**src/dma_seq_pkg.sv**
```systemverilog
// shared constants for the channel transfer sequencer
package dma_seq_pkg;
	localparam int ADDR_W = 16;                     // address width
	localparam int DATA_W = 16;                     // data width
	localparam int REG_ADDR_W = 4;                  // register port address width
	// register offsets
	localparam logic [3:0] OFF_CTRL  = 4'h0;        // channel_control_reg
	localparam logic [3:0] OFF_IRQ   = 4'h1;        // channel_irq_reg
	localparam logic [3:0] OFF_SRC   = 4'h2;        // source_address_reg
	localparam logic [3:0] OFF_DST   = 4'h3;        // destination_address_reg
	localparam logic [3:0] OFF_CNT   = 4'h4;        // transfer_count_reg
	localparam logic [3:0] OFF_UPPER = 4'h5;        // upper_limit_reg
	localparam logic [3:0] OFF_LOWER = 4'h6;        // lower_limit_reg
	localparam logic [3:0] OFF_BUF   = 4'h7;        // transfer_holding_buffer (read only)
	// control fields
	localparam int CTRL_EN_BIT = 0;                 // channel_enable
	localparam int CTRL_SINC_BIT = 6;               // source increments when set
	localparam int CTRL_DINC_BIT = 4;               // destination increments when set
	localparam int CTRL_REQ_BIT = 8;                // soft_request
	localparam int CTRL_RELOAD_BIT = 9;             // reload control
	localparam int MODE_LO = 2;                     // transfer_mode_select low bit
	// irq fields
	localparam int IRQ_LOW_BIT = 1;                 // low_limit_flag
	localparam int IRQ_HIGH_BIT = 2;                // high_limit_flag
	localparam int IRQ_DONE_BIT = 4;                // count reached zero
	localparam int IRQ_PEND_BIT = 15;               // buffer_write_pending
	// reset values and region
	localparam logic [15:0] CNT_RESET   = 16'h0001; // count after reset
	localparam logic [15:0] PERIPH_END  = 16'h0800; // first address above peripheral region
	localparam logic [15:0] UPPER_RESET = 16'hffff; // limits open after reset
	localparam logic [15:0] LOWER_RESET = 16'h0800;
	localparam logic [15:0] ADDR_STEP   = 16'h0002; // word step
	localparam logic [15:0] ONE         = 16'h0001;
	localparam logic [15:0] ZERO        = 16'h0000;
	typedef enum logic [1:0] {
		MODE_ONESHOT, MODE_REP_ONESHOT, MODE_CONT, MODE_REP_CONT
	} xfer_mode_t;
	typedef enum logic [1:0] {
		REGION_PERIPH, REGION_OK, REGION_LOW, REGION_HIGH
	} region_t;
endpackage

```
**src/dma_channel_transfer_sequencer.sv**
```systemverilog
// single dma channel: register file, read/write sequencer, limit checks
//
// The implementer's own choices: the register addresses and the strobed register port.
`timescale 1ns/1ps
// Behaviour
// - all accesses stay in data address space
// - peripheral source, ram destination: read, write
// - ram source, peripheral destination per trigger
// - peripheral to peripheral uses no ram
// - ram to ram starts on any trigger
// - ram accesses confined to limit window
// - above upper limit: high flag, terminate
// - below lower limit: low flag, terminate
// - pending bit 15: load sets, store clears
// - mode field bits 3:2, 00 one-shot
// - trigger or request bit 8 starts load/store
// - update addresses and decrement count together
// - evaluate flags, then wait or continue
// - repeated modes reload at zero count
// - one-shot/continuous clear enable at zero
// - nonzero count: limit crossing disables channel
// - one-shot waits, continuous proceeds immediately
// - one-shot single, continuous multiple per trigger
// - count resets to 0001h
// - reload bit 9 alters modes
// - 01 repeated one-shot, never self-disables
// - 10 continuous, disables at zero
// - 11 repeated continuous, reloads at zero
// - reload bit restores values after completion
module dma_channel_transfer_sequencer
	import dma_seq_pkg::*;
(
	input  wire logic                    i_sys_clk,
	input  wire logic                    i_reset_n,
	// register port
	input  wire logic [REG_ADDR_W-1:0]   i_reg_addr,
	input  wire logic [DATA_W-1:0]       i_reg_wdata,
	input  wire logic                    i_reg_wr,
	input  wire logic                    i_reg_rd,
	output logic [DATA_W-1:0]            o_reg_rdata,
	// hardware trigger from any peripheral, asynchronous
	input  wire logic                    i_hw_trigger,
	// peripheral register bus master
	output logic [ADDR_W-1:0]            o_per_addr,
	output logic [DATA_W-1:0]            o_per_wdata,
	output logic                         o_per_rd,
	output logic                         o_per_wr,
	input  wire logic [DATA_W-1:0]       i_per_rdata,
	// data ram master
	output logic [ADDR_W-1:0]            o_ram_addr,
	output logic [DATA_W-1:0]            o_ram_wdata,
	output logic                         o_ram_rd,
	output logic                         o_ram_wr,
	input  wire logic [DATA_W-1:0]       i_ram_rdata,
	// status levels
	output logic                         o_busy
);
	import dma_seq_pkg::*;

	typedef enum logic [2:0] {
		ST_IDLE, ST_READ, ST_LOAD, ST_WRITE, ST_UPDATE
	} seq_state_t;

	seq_state_t       state_reg;         // sequencer state
	logic [15:0]      ctrl_reg;          // channel_control_reg
	logic [15:0]      source_address_reg;
	logic [15:0]      destination_address_reg;
	logic [15:0]      transfer_count_reg;
	logic [15:0]      src_init_reg;      // values restored on reload
	logic [15:0]      dst_init_reg;
	logic [15:0]      cnt_init_reg;
	logic [15:0]      upper_limit_reg;
	logic [15:0]      lower_limit_reg;
	logic [15:0]      transfer_holding_buffer;
	logic             buffer_write_pending;
	logic             high_limit_flag;
	logic             low_limit_flag;
	logic             done_flag;
	logic             src_periph;        // source classified as peripheral
	logic             dst_periph;
	logic [15:0]      cnt_dec;           // count after this transfer
	logic             trig_pulse;        // synchronised hardware trigger
	logic             channel_enable;
	logic             soft_request;
	logic             reload_en;
	xfer_mode_t       transfer_mode_select;
	logic             is_repeated;
	logic             is_continuous;
	logic             wr_ctrl;
	logic             wr_irq;
	region_t          src_region;
	region_t          dst_region;
	logic             src_viol;
	logic             dst_viol;

	assign channel_enable       = ctrl_reg[CTRL_EN_BIT];
	assign soft_request         = ctrl_reg[CTRL_REQ_BIT];
	assign reload_en            = ctrl_reg[CTRL_RELOAD_BIT];
	assign transfer_mode_select = xfer_mode_t'(ctrl_reg[MODE_LO+1:MODE_LO]);
	assign is_repeated   = transfer_mode_select == MODE_REP_ONESHOT
		|| transfer_mode_select == MODE_REP_CONT;
	assign is_continuous = transfer_mode_select == MODE_CONT
		|| transfer_mode_select == MODE_REP_CONT;
	assign wr_ctrl = i_reg_wr && i_reg_addr == OFF_CTRL;
	assign wr_irq  = i_reg_wr && i_reg_addr == OFF_IRQ;
	assign cnt_dec = transfer_count_reg - ONE;
	assign src_periph = src_region == REGION_PERIPH;
	assign dst_periph = dst_region == REGION_PERIPH;
	assign src_viol = src_region == REGION_HIGH || src_region == REGION_LOW;
	assign dst_viol = dst_region == REGION_HIGH || dst_region == REGION_LOW;
	assign o_busy = state_reg != ST_IDLE;

	dma_trig_sync u_trig (
		.i_sys_clk (i_sys_clk),
		.i_reset_n (i_reset_n),
		.i_async   (i_hw_trigger),
		.o_rise    (trig_pulse)
	);

	// limit checking of both pointers
	dma_addr_check u_src_chk (
		.i_addr   (source_address_reg),
		.i_upper  (upper_limit_reg),
		.i_lower  (lower_limit_reg),
		.o_region (src_region)
	);
	dma_addr_check u_dst_chk (
		.i_addr   (destination_address_reg),
		.i_upper  (upper_limit_reg),
		.i_lower  (lower_limit_reg),
		.o_region (dst_region)
	);

	// sequencer: idle -> read -> load -> write -> update
	always_ff @(posedge i_sys_clk) begin
		if (!i_reset_n) begin
			state_reg <= ST_IDLE;
		end else begin
			case (state_reg)
				ST_IDLE: begin
					// any trigger starts even a ram-to-ram move
					if (channel_enable && (soft_request || trig_pulse)) begin
						state_reg <= ST_READ;
					end
				end
				ST_READ: begin
					// out-of-window source terminates before the read
					state_reg <= src_viol ? ST_UPDATE : ST_LOAD;
				end
				ST_LOAD: begin
					state_reg <= ST_WRITE;
				end
				ST_WRITE: begin
					state_reg <= ST_UPDATE;
				end
				ST_UPDATE: begin
					// continuous modes go straight on, one-shot waits
					if (ctrl_reg[CTRL_EN_BIT] && is_continuous && !high_limit_flag
						&& !low_limit_flag && !src_viol && !dst_viol
						&& (transfer_count_reg != ONE || is_repeated)) begin
						state_reg <= ST_READ;
					end else begin
						state_reg <= ST_IDLE;
					end
				end
				default: begin
					state_reg <= ST_IDLE;
				end
			endcase
		end
	end

	// bus strobes: peripheral addresses go to the peripheral bus, in-window addresses to ram
	always_comb begin
		o_per_rd   = state_reg == ST_READ && !src_viol && src_periph;
		o_ram_rd   = state_reg == ST_READ && !src_viol && !src_periph;
		o_per_wr   = state_reg == ST_WRITE && !dst_viol && dst_periph;
		o_ram_wr   = state_reg == ST_WRITE && !dst_viol && !dst_periph;
		o_per_addr = state_reg == ST_WRITE ? destination_address_reg : source_address_reg;
		o_ram_addr = state_reg == ST_WRITE ? destination_address_reg : source_address_reg;
	end
	assign o_per_wdata = transfer_holding_buffer;
	assign o_ram_wdata = transfer_holding_buffer;

	// holding buffer captures the read data the cycle after the read strobe
	always_ff @(posedge i_sys_clk) begin
		if (!i_reset_n) begin
			transfer_holding_buffer <= ZERO;
		end else if (state_reg == ST_LOAD) begin
			transfer_holding_buffer <= src_periph ? i_per_rdata : i_ram_rdata;
		end
	end

	// control register: software writes, hardware clears enable and request
	always_ff @(posedge i_sys_clk) begin
		if (!i_reset_n) begin
			ctrl_reg <= ZERO;
		end else begin
			if (wr_ctrl) begin
				ctrl_reg <= i_reg_wdata;
			end
			if (trig_pulse && channel_enable && state_reg == ST_IDLE) begin
				ctrl_reg[CTRL_REQ_BIT] <= 1'b1; // hardware trigger shows as request
			end
			if (state_reg == ST_UPDATE) begin
				// request drops once the started transfer has finished
				if (!is_continuous || transfer_count_reg == ONE || src_viol || dst_viol) begin
					ctrl_reg[CTRL_REQ_BIT] <= 1'b0;
				end
				if (src_viol || dst_viol) begin
					ctrl_reg[CTRL_EN_BIT] <= 1'b0; // limit crossing stops channel
				end else if (transfer_count_reg == ONE && !is_repeated) begin
					ctrl_reg[CTRL_EN_BIT] <= 1'b0; // self-disable at zero
				end
			end
		end
	end

	// pointers and count; software writes also set the reload image
	always_ff @(posedge i_sys_clk) begin
		if (!i_reset_n) begin
			source_address_reg      <= ZERO;
			destination_address_reg <= ZERO;
			transfer_count_reg      <= CNT_RESET;
			src_init_reg            <= ZERO;
			dst_init_reg            <= ZERO;
			cnt_init_reg            <= CNT_RESET;
		end else if (state_reg == ST_UPDATE && !src_viol && !dst_viol) begin
			if (transfer_count_reg == ONE) begin
				// count always reloads; pointers reload in repeated modes or with reload
				transfer_count_reg <= cnt_init_reg;
				if (is_repeated || reload_en) begin
					source_address_reg      <= src_init_reg;
					destination_address_reg <= dst_init_reg;
				end else begin
					source_address_reg      <= ctrl_reg[CTRL_SINC_BIT]
						? source_address_reg + ADDR_STEP : source_address_reg;
					destination_address_reg <= ctrl_reg[CTRL_DINC_BIT]
						? destination_address_reg + ADDR_STEP : destination_address_reg;
				end
			end else begin
				// step pointers and count in the same cycle
				transfer_count_reg      <= cnt_dec;
				source_address_reg      <= ctrl_reg[CTRL_SINC_BIT]
					? source_address_reg + ADDR_STEP : source_address_reg;
				destination_address_reg <= ctrl_reg[CTRL_DINC_BIT]
					? destination_address_reg + ADDR_STEP : destination_address_reg;
			end
		end else if (i_reg_wr) begin
			case (i_reg_addr)
				OFF_SRC: begin
					source_address_reg <= i_reg_wdata;
					src_init_reg       <= i_reg_wdata;
				end
				OFF_DST: begin
					destination_address_reg <= i_reg_wdata;
					dst_init_reg            <= i_reg_wdata;
				end
				OFF_CNT: begin
					transfer_count_reg <= i_reg_wdata;
					cnt_init_reg       <= i_reg_wdata;
				end
				default: begin
				end
			endcase
		end
	end

	// global limits
	always_ff @(posedge i_sys_clk) begin
		if (!i_reset_n) begin
			upper_limit_reg <= UPPER_RESET;
			lower_limit_reg <= LOWER_RESET;
		end else if (i_reg_wr && i_reg_addr == OFF_UPPER) begin
			upper_limit_reg <= i_reg_wdata;
		end else if (i_reg_wr && i_reg_addr == OFF_LOWER) begin
			lower_limit_reg <= i_reg_wdata;
		end
	end

	// flags: hardware set wins over software write of zero
	always_ff @(posedge i_sys_clk) begin
		if (!i_reset_n) begin
			buffer_write_pending <= 1'b0;
			high_limit_flag      <= 1'b0;
			low_limit_flag       <= 1'b0;
			done_flag            <= 1'b0;
		end else begin
			if (wr_irq) begin
				buffer_write_pending <= i_reg_wdata[IRQ_PEND_BIT];
				high_limit_flag      <= i_reg_wdata[IRQ_HIGH_BIT];
				low_limit_flag       <= i_reg_wdata[IRQ_LOW_BIT];
				done_flag            <= i_reg_wdata[IRQ_DONE_BIT];
			end
			if (state_reg == ST_LOAD) begin
				buffer_write_pending <= 1'b1;
			end else if (state_reg == ST_WRITE && !dst_viol) begin
				buffer_write_pending <= 1'b0;
			end
			if (state_reg == ST_UPDATE) begin
				// flags evaluated after each transaction
				if (src_region == REGION_HIGH || dst_region == REGION_HIGH) begin
					high_limit_flag <= 1'b1;
				end
				if (src_region == REGION_LOW || dst_region == REGION_LOW) begin
					low_limit_flag <= 1'b1;
				end
				if (transfer_count_reg == ONE && !src_viol && !dst_viol) begin
					done_flag <= 1'b1;
				end
			end
		end
	end

	// read data one cycle after the read strobe; unmapped reads return zero
	always_ff @(posedge i_sys_clk) begin
		if (!i_reset_n) begin
			o_reg_rdata <= ZERO;
		end else if (i_reg_rd) begin
			case (i_reg_addr)
				OFF_CTRL:  o_reg_rdata <= ctrl_reg;
				OFF_IRQ: begin
					o_reg_rdata <= ZERO;
					o_reg_rdata[IRQ_PEND_BIT] <= buffer_write_pending;
					o_reg_rdata[IRQ_HIGH_BIT] <= high_limit_flag;
					o_reg_rdata[IRQ_LOW_BIT]  <= low_limit_flag;
					o_reg_rdata[IRQ_DONE_BIT] <= done_flag;
				end
				OFF_SRC:   o_reg_rdata <= source_address_reg;
				OFF_DST:   o_reg_rdata <= destination_address_reg;
				OFF_CNT:   o_reg_rdata <= transfer_count_reg;
				OFF_UPPER: o_reg_rdata <= upper_limit_reg;
				OFF_LOWER: o_reg_rdata <= lower_limit_reg;
				OFF_BUF:   o_reg_rdata <= transfer_holding_buffer;
				default:   o_reg_rdata <= ZERO;
			endcase
		end else begin
			o_reg_rdata <= ZERO;
		end
	end
endmodule

```
**src/dma_addr_check.sv**
```systemverilog
// classifies one address against the peripheral region and the limits
`timescale 1ns/1ps
module dma_addr_check
	import dma_seq_pkg::*;
(
	input  wire logic [15:0]             i_addr,
	input  wire logic [15:0]             i_upper,
	input  wire logic [15:0]             i_lower,
	output dma_seq_pkg::region_t         o_region
);
	// peripheral region is never limit checked; above it the window applies
	always_comb begin
		if (i_addr < PERIPH_END) begin
			o_region = REGION_PERIPH;
		end else if (i_addr > i_upper) begin
			o_region = REGION_HIGH;
		end else if (i_addr < i_lower) begin
			o_region = REGION_LOW;
		end else begin
			o_region = REGION_OK;
		end
	end
endmodule

```
**src/dma_trig_sync.sv**
```systemverilog
// three-stage synchroniser with rising-edge pulse for the hardware trigger
`timescale 1ns/1ps
module dma_trig_sync (
	input  wire logic i_sys_clk,
	input  wire logic i_reset_n,
	input  wire logic i_async,
	output logic      o_rise
);
	logic s1_reg; // metastability stage, read only by s2
	logic s2_reg;
	logic s3_reg;
	logic lvl_reg; // accepted level, changes once s2 and s3 agree
	always_ff @(posedge i_sys_clk) begin
		if (!i_reset_n) begin
			s1_reg  <= 1'b0;
			s2_reg  <= 1'b0;
			s3_reg  <= 1'b0;
			lvl_reg <= 1'b0;
		end else begin
			s1_reg <= i_async;
			s2_reg <= s1_reg;
			s3_reg <= s2_reg;
			if (s2_reg == s3_reg) begin
				lvl_reg <= s3_reg;
			end
		end
	end
	// one-cycle pulse when the accepted level rises
	assign o_rise = (s2_reg == s3_reg) && s3_reg && !lvl_reg;
endmodule

```
**config.mk**
```make
export PLATFORM = sky130hd
export DESIGN_NAME = dma_channel_transfer_sequencer
export DESIGN_NICKNAME = d
export VERILOG_FILES = /design/src/dma_seq_pkg.sv /design/src/dma_channel_transfer_sequencer.sv /design/src/dma_addr_check.sv /design/src/dma_trig_sync.sv
export SDC_FILE = /design/constraint.sdc
export NUM_CORES = 1
export LEC_CHECK = 0
export BUFFER_PORTS_ARGS = -buffer_cell sky130_fd_sc_hd__buf_2
export CELL_PAD_IN_SITES_DETAIL_PLACEMENT = 0
export CELL_PAD_IN_SITES_GLOBAL_PLACEMENT = 1
export CORE_UTILIZATION = 45
export CTS_CLUSTER_DIAMETER = 50
export DETAILED_ROUTE_END_ITERATION = 6
export GPL_TIMING_DRIVEN = 0
export PLACE_DENSITY_LB_ADDON = 0.3
export SLEW_MARGIN = 20
export SYNTH_ARGS = -nofsm -noshare
export SYNTH_HDL_FRONTEND = slang
export SYNTH_SLANG_ARGS = --single-unit
```
**constraint.sdc**
```tcl
create_clock -name i_sys_clk -period 3.6 [get_ports i_sys_clk]
set_input_delay 0.18 -clock i_sys_clk [delete_from_list [all_inputs] [get_ports i_sys_clk]]
set_output_delay 0.18 -clock i_sys_clk [all_outputs]
set_load 0.01 [all_outputs]
```
==> metrics.txt <==
outcome=complete, no violations; register area=between 0.003 and 0.004 mm2; Setup Skew=roughly 18 ps; # rows=57; max_slew headroom=0.310; Initial Utilization=0.464; final hold vios=0; antenna violations before repair=1; Setup Buffers After CTS=0; WP data arrival=around 3800 ps; DRC=0; endpoint class of the critical path=flop; simple-gate area share of the yosys netlist=0.170; Final period util=0.971; most used cell, CP=buf_2; Layout fillers=between 2,000 and 2,500; max_cap viols=0; First-pass DRT Iterations=6; core area=between 0.02 and 0.025 mm2; Tot GR Track Use=0.352; synth cell count leaders=244 x nand2_1, 187 x dfxtp_1, 67 x ha_1; Root Driver=clkbuf_16; drt wl/cell=about 25 um; Power, Total=4.48 mW; top post-synthesis cells by area=dfxtp_1 33%, nand2_1 8.0%, ha_1 7.3%; Synth Area in Adders=0.0734; VDD IR-drop max=~0.28 mV; RSZ-0062 raised after global routing=false; area of the multi-input gates=between 0.006 and 0.007 mm2; clock tree buffer depth=2; CP max-delay cell=dfxtp_1; fin nets=~1,600; DP Wirelength=roughly 35 mm; cell family with most CP delay=compound AO/OA/AOI/OAI gates; clock-pin transition on the worst setup and hold timing paths=~80 ps; Post-synth ARST share=0; Critical Path RT=just under 4000 ps; Worst-Margin Slew=just over 1000 ps; #FFs+latches synth=187; CTS buffer count=17; Top Ports=roughly 140; P&R area growth vs syn=15.2%; antenna viol nets, final=0; Post-Synth XOR/XNOR Area=0.0222; largest net degree at the start of global routing=19; Crit Path Category=reg -> reg; Mapped Cells=1,340; Final min period=3500 ps; FMAX=286 MHz; worst min-delay path category=in -> reg; synth warn=0; die area=roughly 0.026 mm2; mux share of post-synthesis cell area=0.104; total gr overflow=0; total power per unit cell area=around 340 mW/mm2; H-tree levels=4; Netlist cell types=68; global-route wire length before repair=~67 mm; GP Congestion=roughly 1.0; Iter 0 DRT Violations=1,189; Final Max Tran Viols=0; Clock Latency Late Sink=around 460 ps; Bufs and invs on worst path=3; Vias/cell=about 6; PortBufs=about 130; synthesized area=around 0.011 mm2; startpoint type of the worst setup path=flop; top cell type by total area after synthesis=dfxtp_1; number of synthesized flops with an enable pin=0; most frequent cell after synthesis=nand2_1; leakage=6.29 nW; top_reg_cell synth=dfxtp_1; clock sink total=roughly 190; final setup vio count=0; Die W=about 160 um; Syn Nets=~1,500; final WL=45.9 mm; via count=11,200; height of the die=between 150 and 200 um; CP cell instances=ha_1, a21oi_1, o21a_1, o22ai_1, a2111oi_2, o22a_1, and4bb_1, buf_4, or2_1, buf_2, buf_2, o21ai_1; TNS Setup=0 ps; Synth top area share=0.328; largest family of logic cells by synthesized area=compound AO/OA/AOI/OAI gates; CTS tree=yes; vias in the first global route=between 10,000 and 15,000; Seq/Total Area, Yosys=0.328; Worst path max stage delay=~700 ps; complex-gate fraction of the synthesized area=0.227; CP max FO=10; Antenna diodes=0; syn avg cell area=~8.5 um2; share of post-route cells with drive strength above 1=0.214
-- layout by cell type (no fill, tap or decap), drive strengths merged, types with 11 or more instances in the layout --
cell / n
xor2: 20
or3: 11
nand3: 31
a31oi: 16
o211ai: 65
o211a: 57
o21ai: 75
dfxtp: 187
clkbuf: 81
a21boi: 32
a22oi: 31
mux2i: 56
ha: 67
nor2: 52
nand2: 245
buf: 202
nor3: 15
a21oi: 27
mux2: 56
inv: 48
-- what timing repair did --
item	in CTS	in global routing
hold endpoints to repair	1	0
resized for setup	6	10
endpoints found under the setup margin	87	23
hold buffers	1	0
-- power breakdown --
part,internal [mW],total [mW],switching (mW)
Clock,0.936,1.89,0.954
Sequential,2.09,2.13,0.0401
Combinational,0.151,0.460,0.308
Total,3.18,4.48,1.30
-- path summary, 6_finish.rpt --
kind         slack (ps)                               startpoint                           end  cells after the start
max                 100  destination_address_reg[5]$_SDFFE_PN0P_  src_init_reg[8]$_SDFFE_PN0P_                     12
min                  70                          i_ram_rdata[10]  o_per_wdata[10]$_SDFFE_PN0P_                      4
max reg2reg         100  destination_address_reg[5]$_SDFFE_PN0P_  src_init_reg[8]$_SDFFE_PN0P_                     12
min reg2reg         450                 u_trig.s1_reg$_SDFF_PN0_      u_trig.s2_reg$_SDFF_PN0_                      1
-- final cells by class --
class,instances,area share
Buffer,129,0.0532
Tap cell,324,0.0308
Clock buffer,18,0.0334
Inverter,40,0.0114
Timing Repair Buffer,137,0.0527
Clock inverter,13,0.00980
Multi-Input combinational cell,984,0.523
Sequential cell,187,0.286
-- per-layer routing --
layer  up-vias  part of all wire  wire [um]  GRT usage
met3       124             0.088       4020     0.0578
met1      5321              0.42      19300      0.462
li1       5129                 -          -          -
met2       606              0.44      20400      0.572
met4         0             0.047       2150      0.149
met5         -                 0          0          0
-- logic make-up (layout without fill, tap and decap cells) --
kind of cell | count (synthesis) | in the layout
multiplexers | 112 | 112
adder cells (fa/ha/maj) | 67 | 67
XOR/XNOR | 29 | 29
buffers and inverters | 169 | 337
flip-flops | 187 | 187
AND/OR/NAND/NOR | 422 | 422
AO/OA/AOI/OAI | 354 | 354
-- worst min-delay path, stage by stage --
cell and delay [ps]:
buf_2 70, mux2i_1 50, nand2_1 60, o211a_1 130
-- stage by stage --
step            util  hold WS [ps]  instances  worst slack [ps]  instance area (um2)
2_1_floorplan      -           305       1340               866                11400
3_3_place_gp   0.508           385       1798              -174                12500
3_5_place_dp   0.509           399       1800              -151                12500
4_1_cts        0.533          73.3       1832              18.5                13100
5_1_grt        0.534          77.8       1832              16.8                13100
6_report       0.534          67.5       1832               104                13100
No activity file was read; power rests on OpenSTA's default activity.
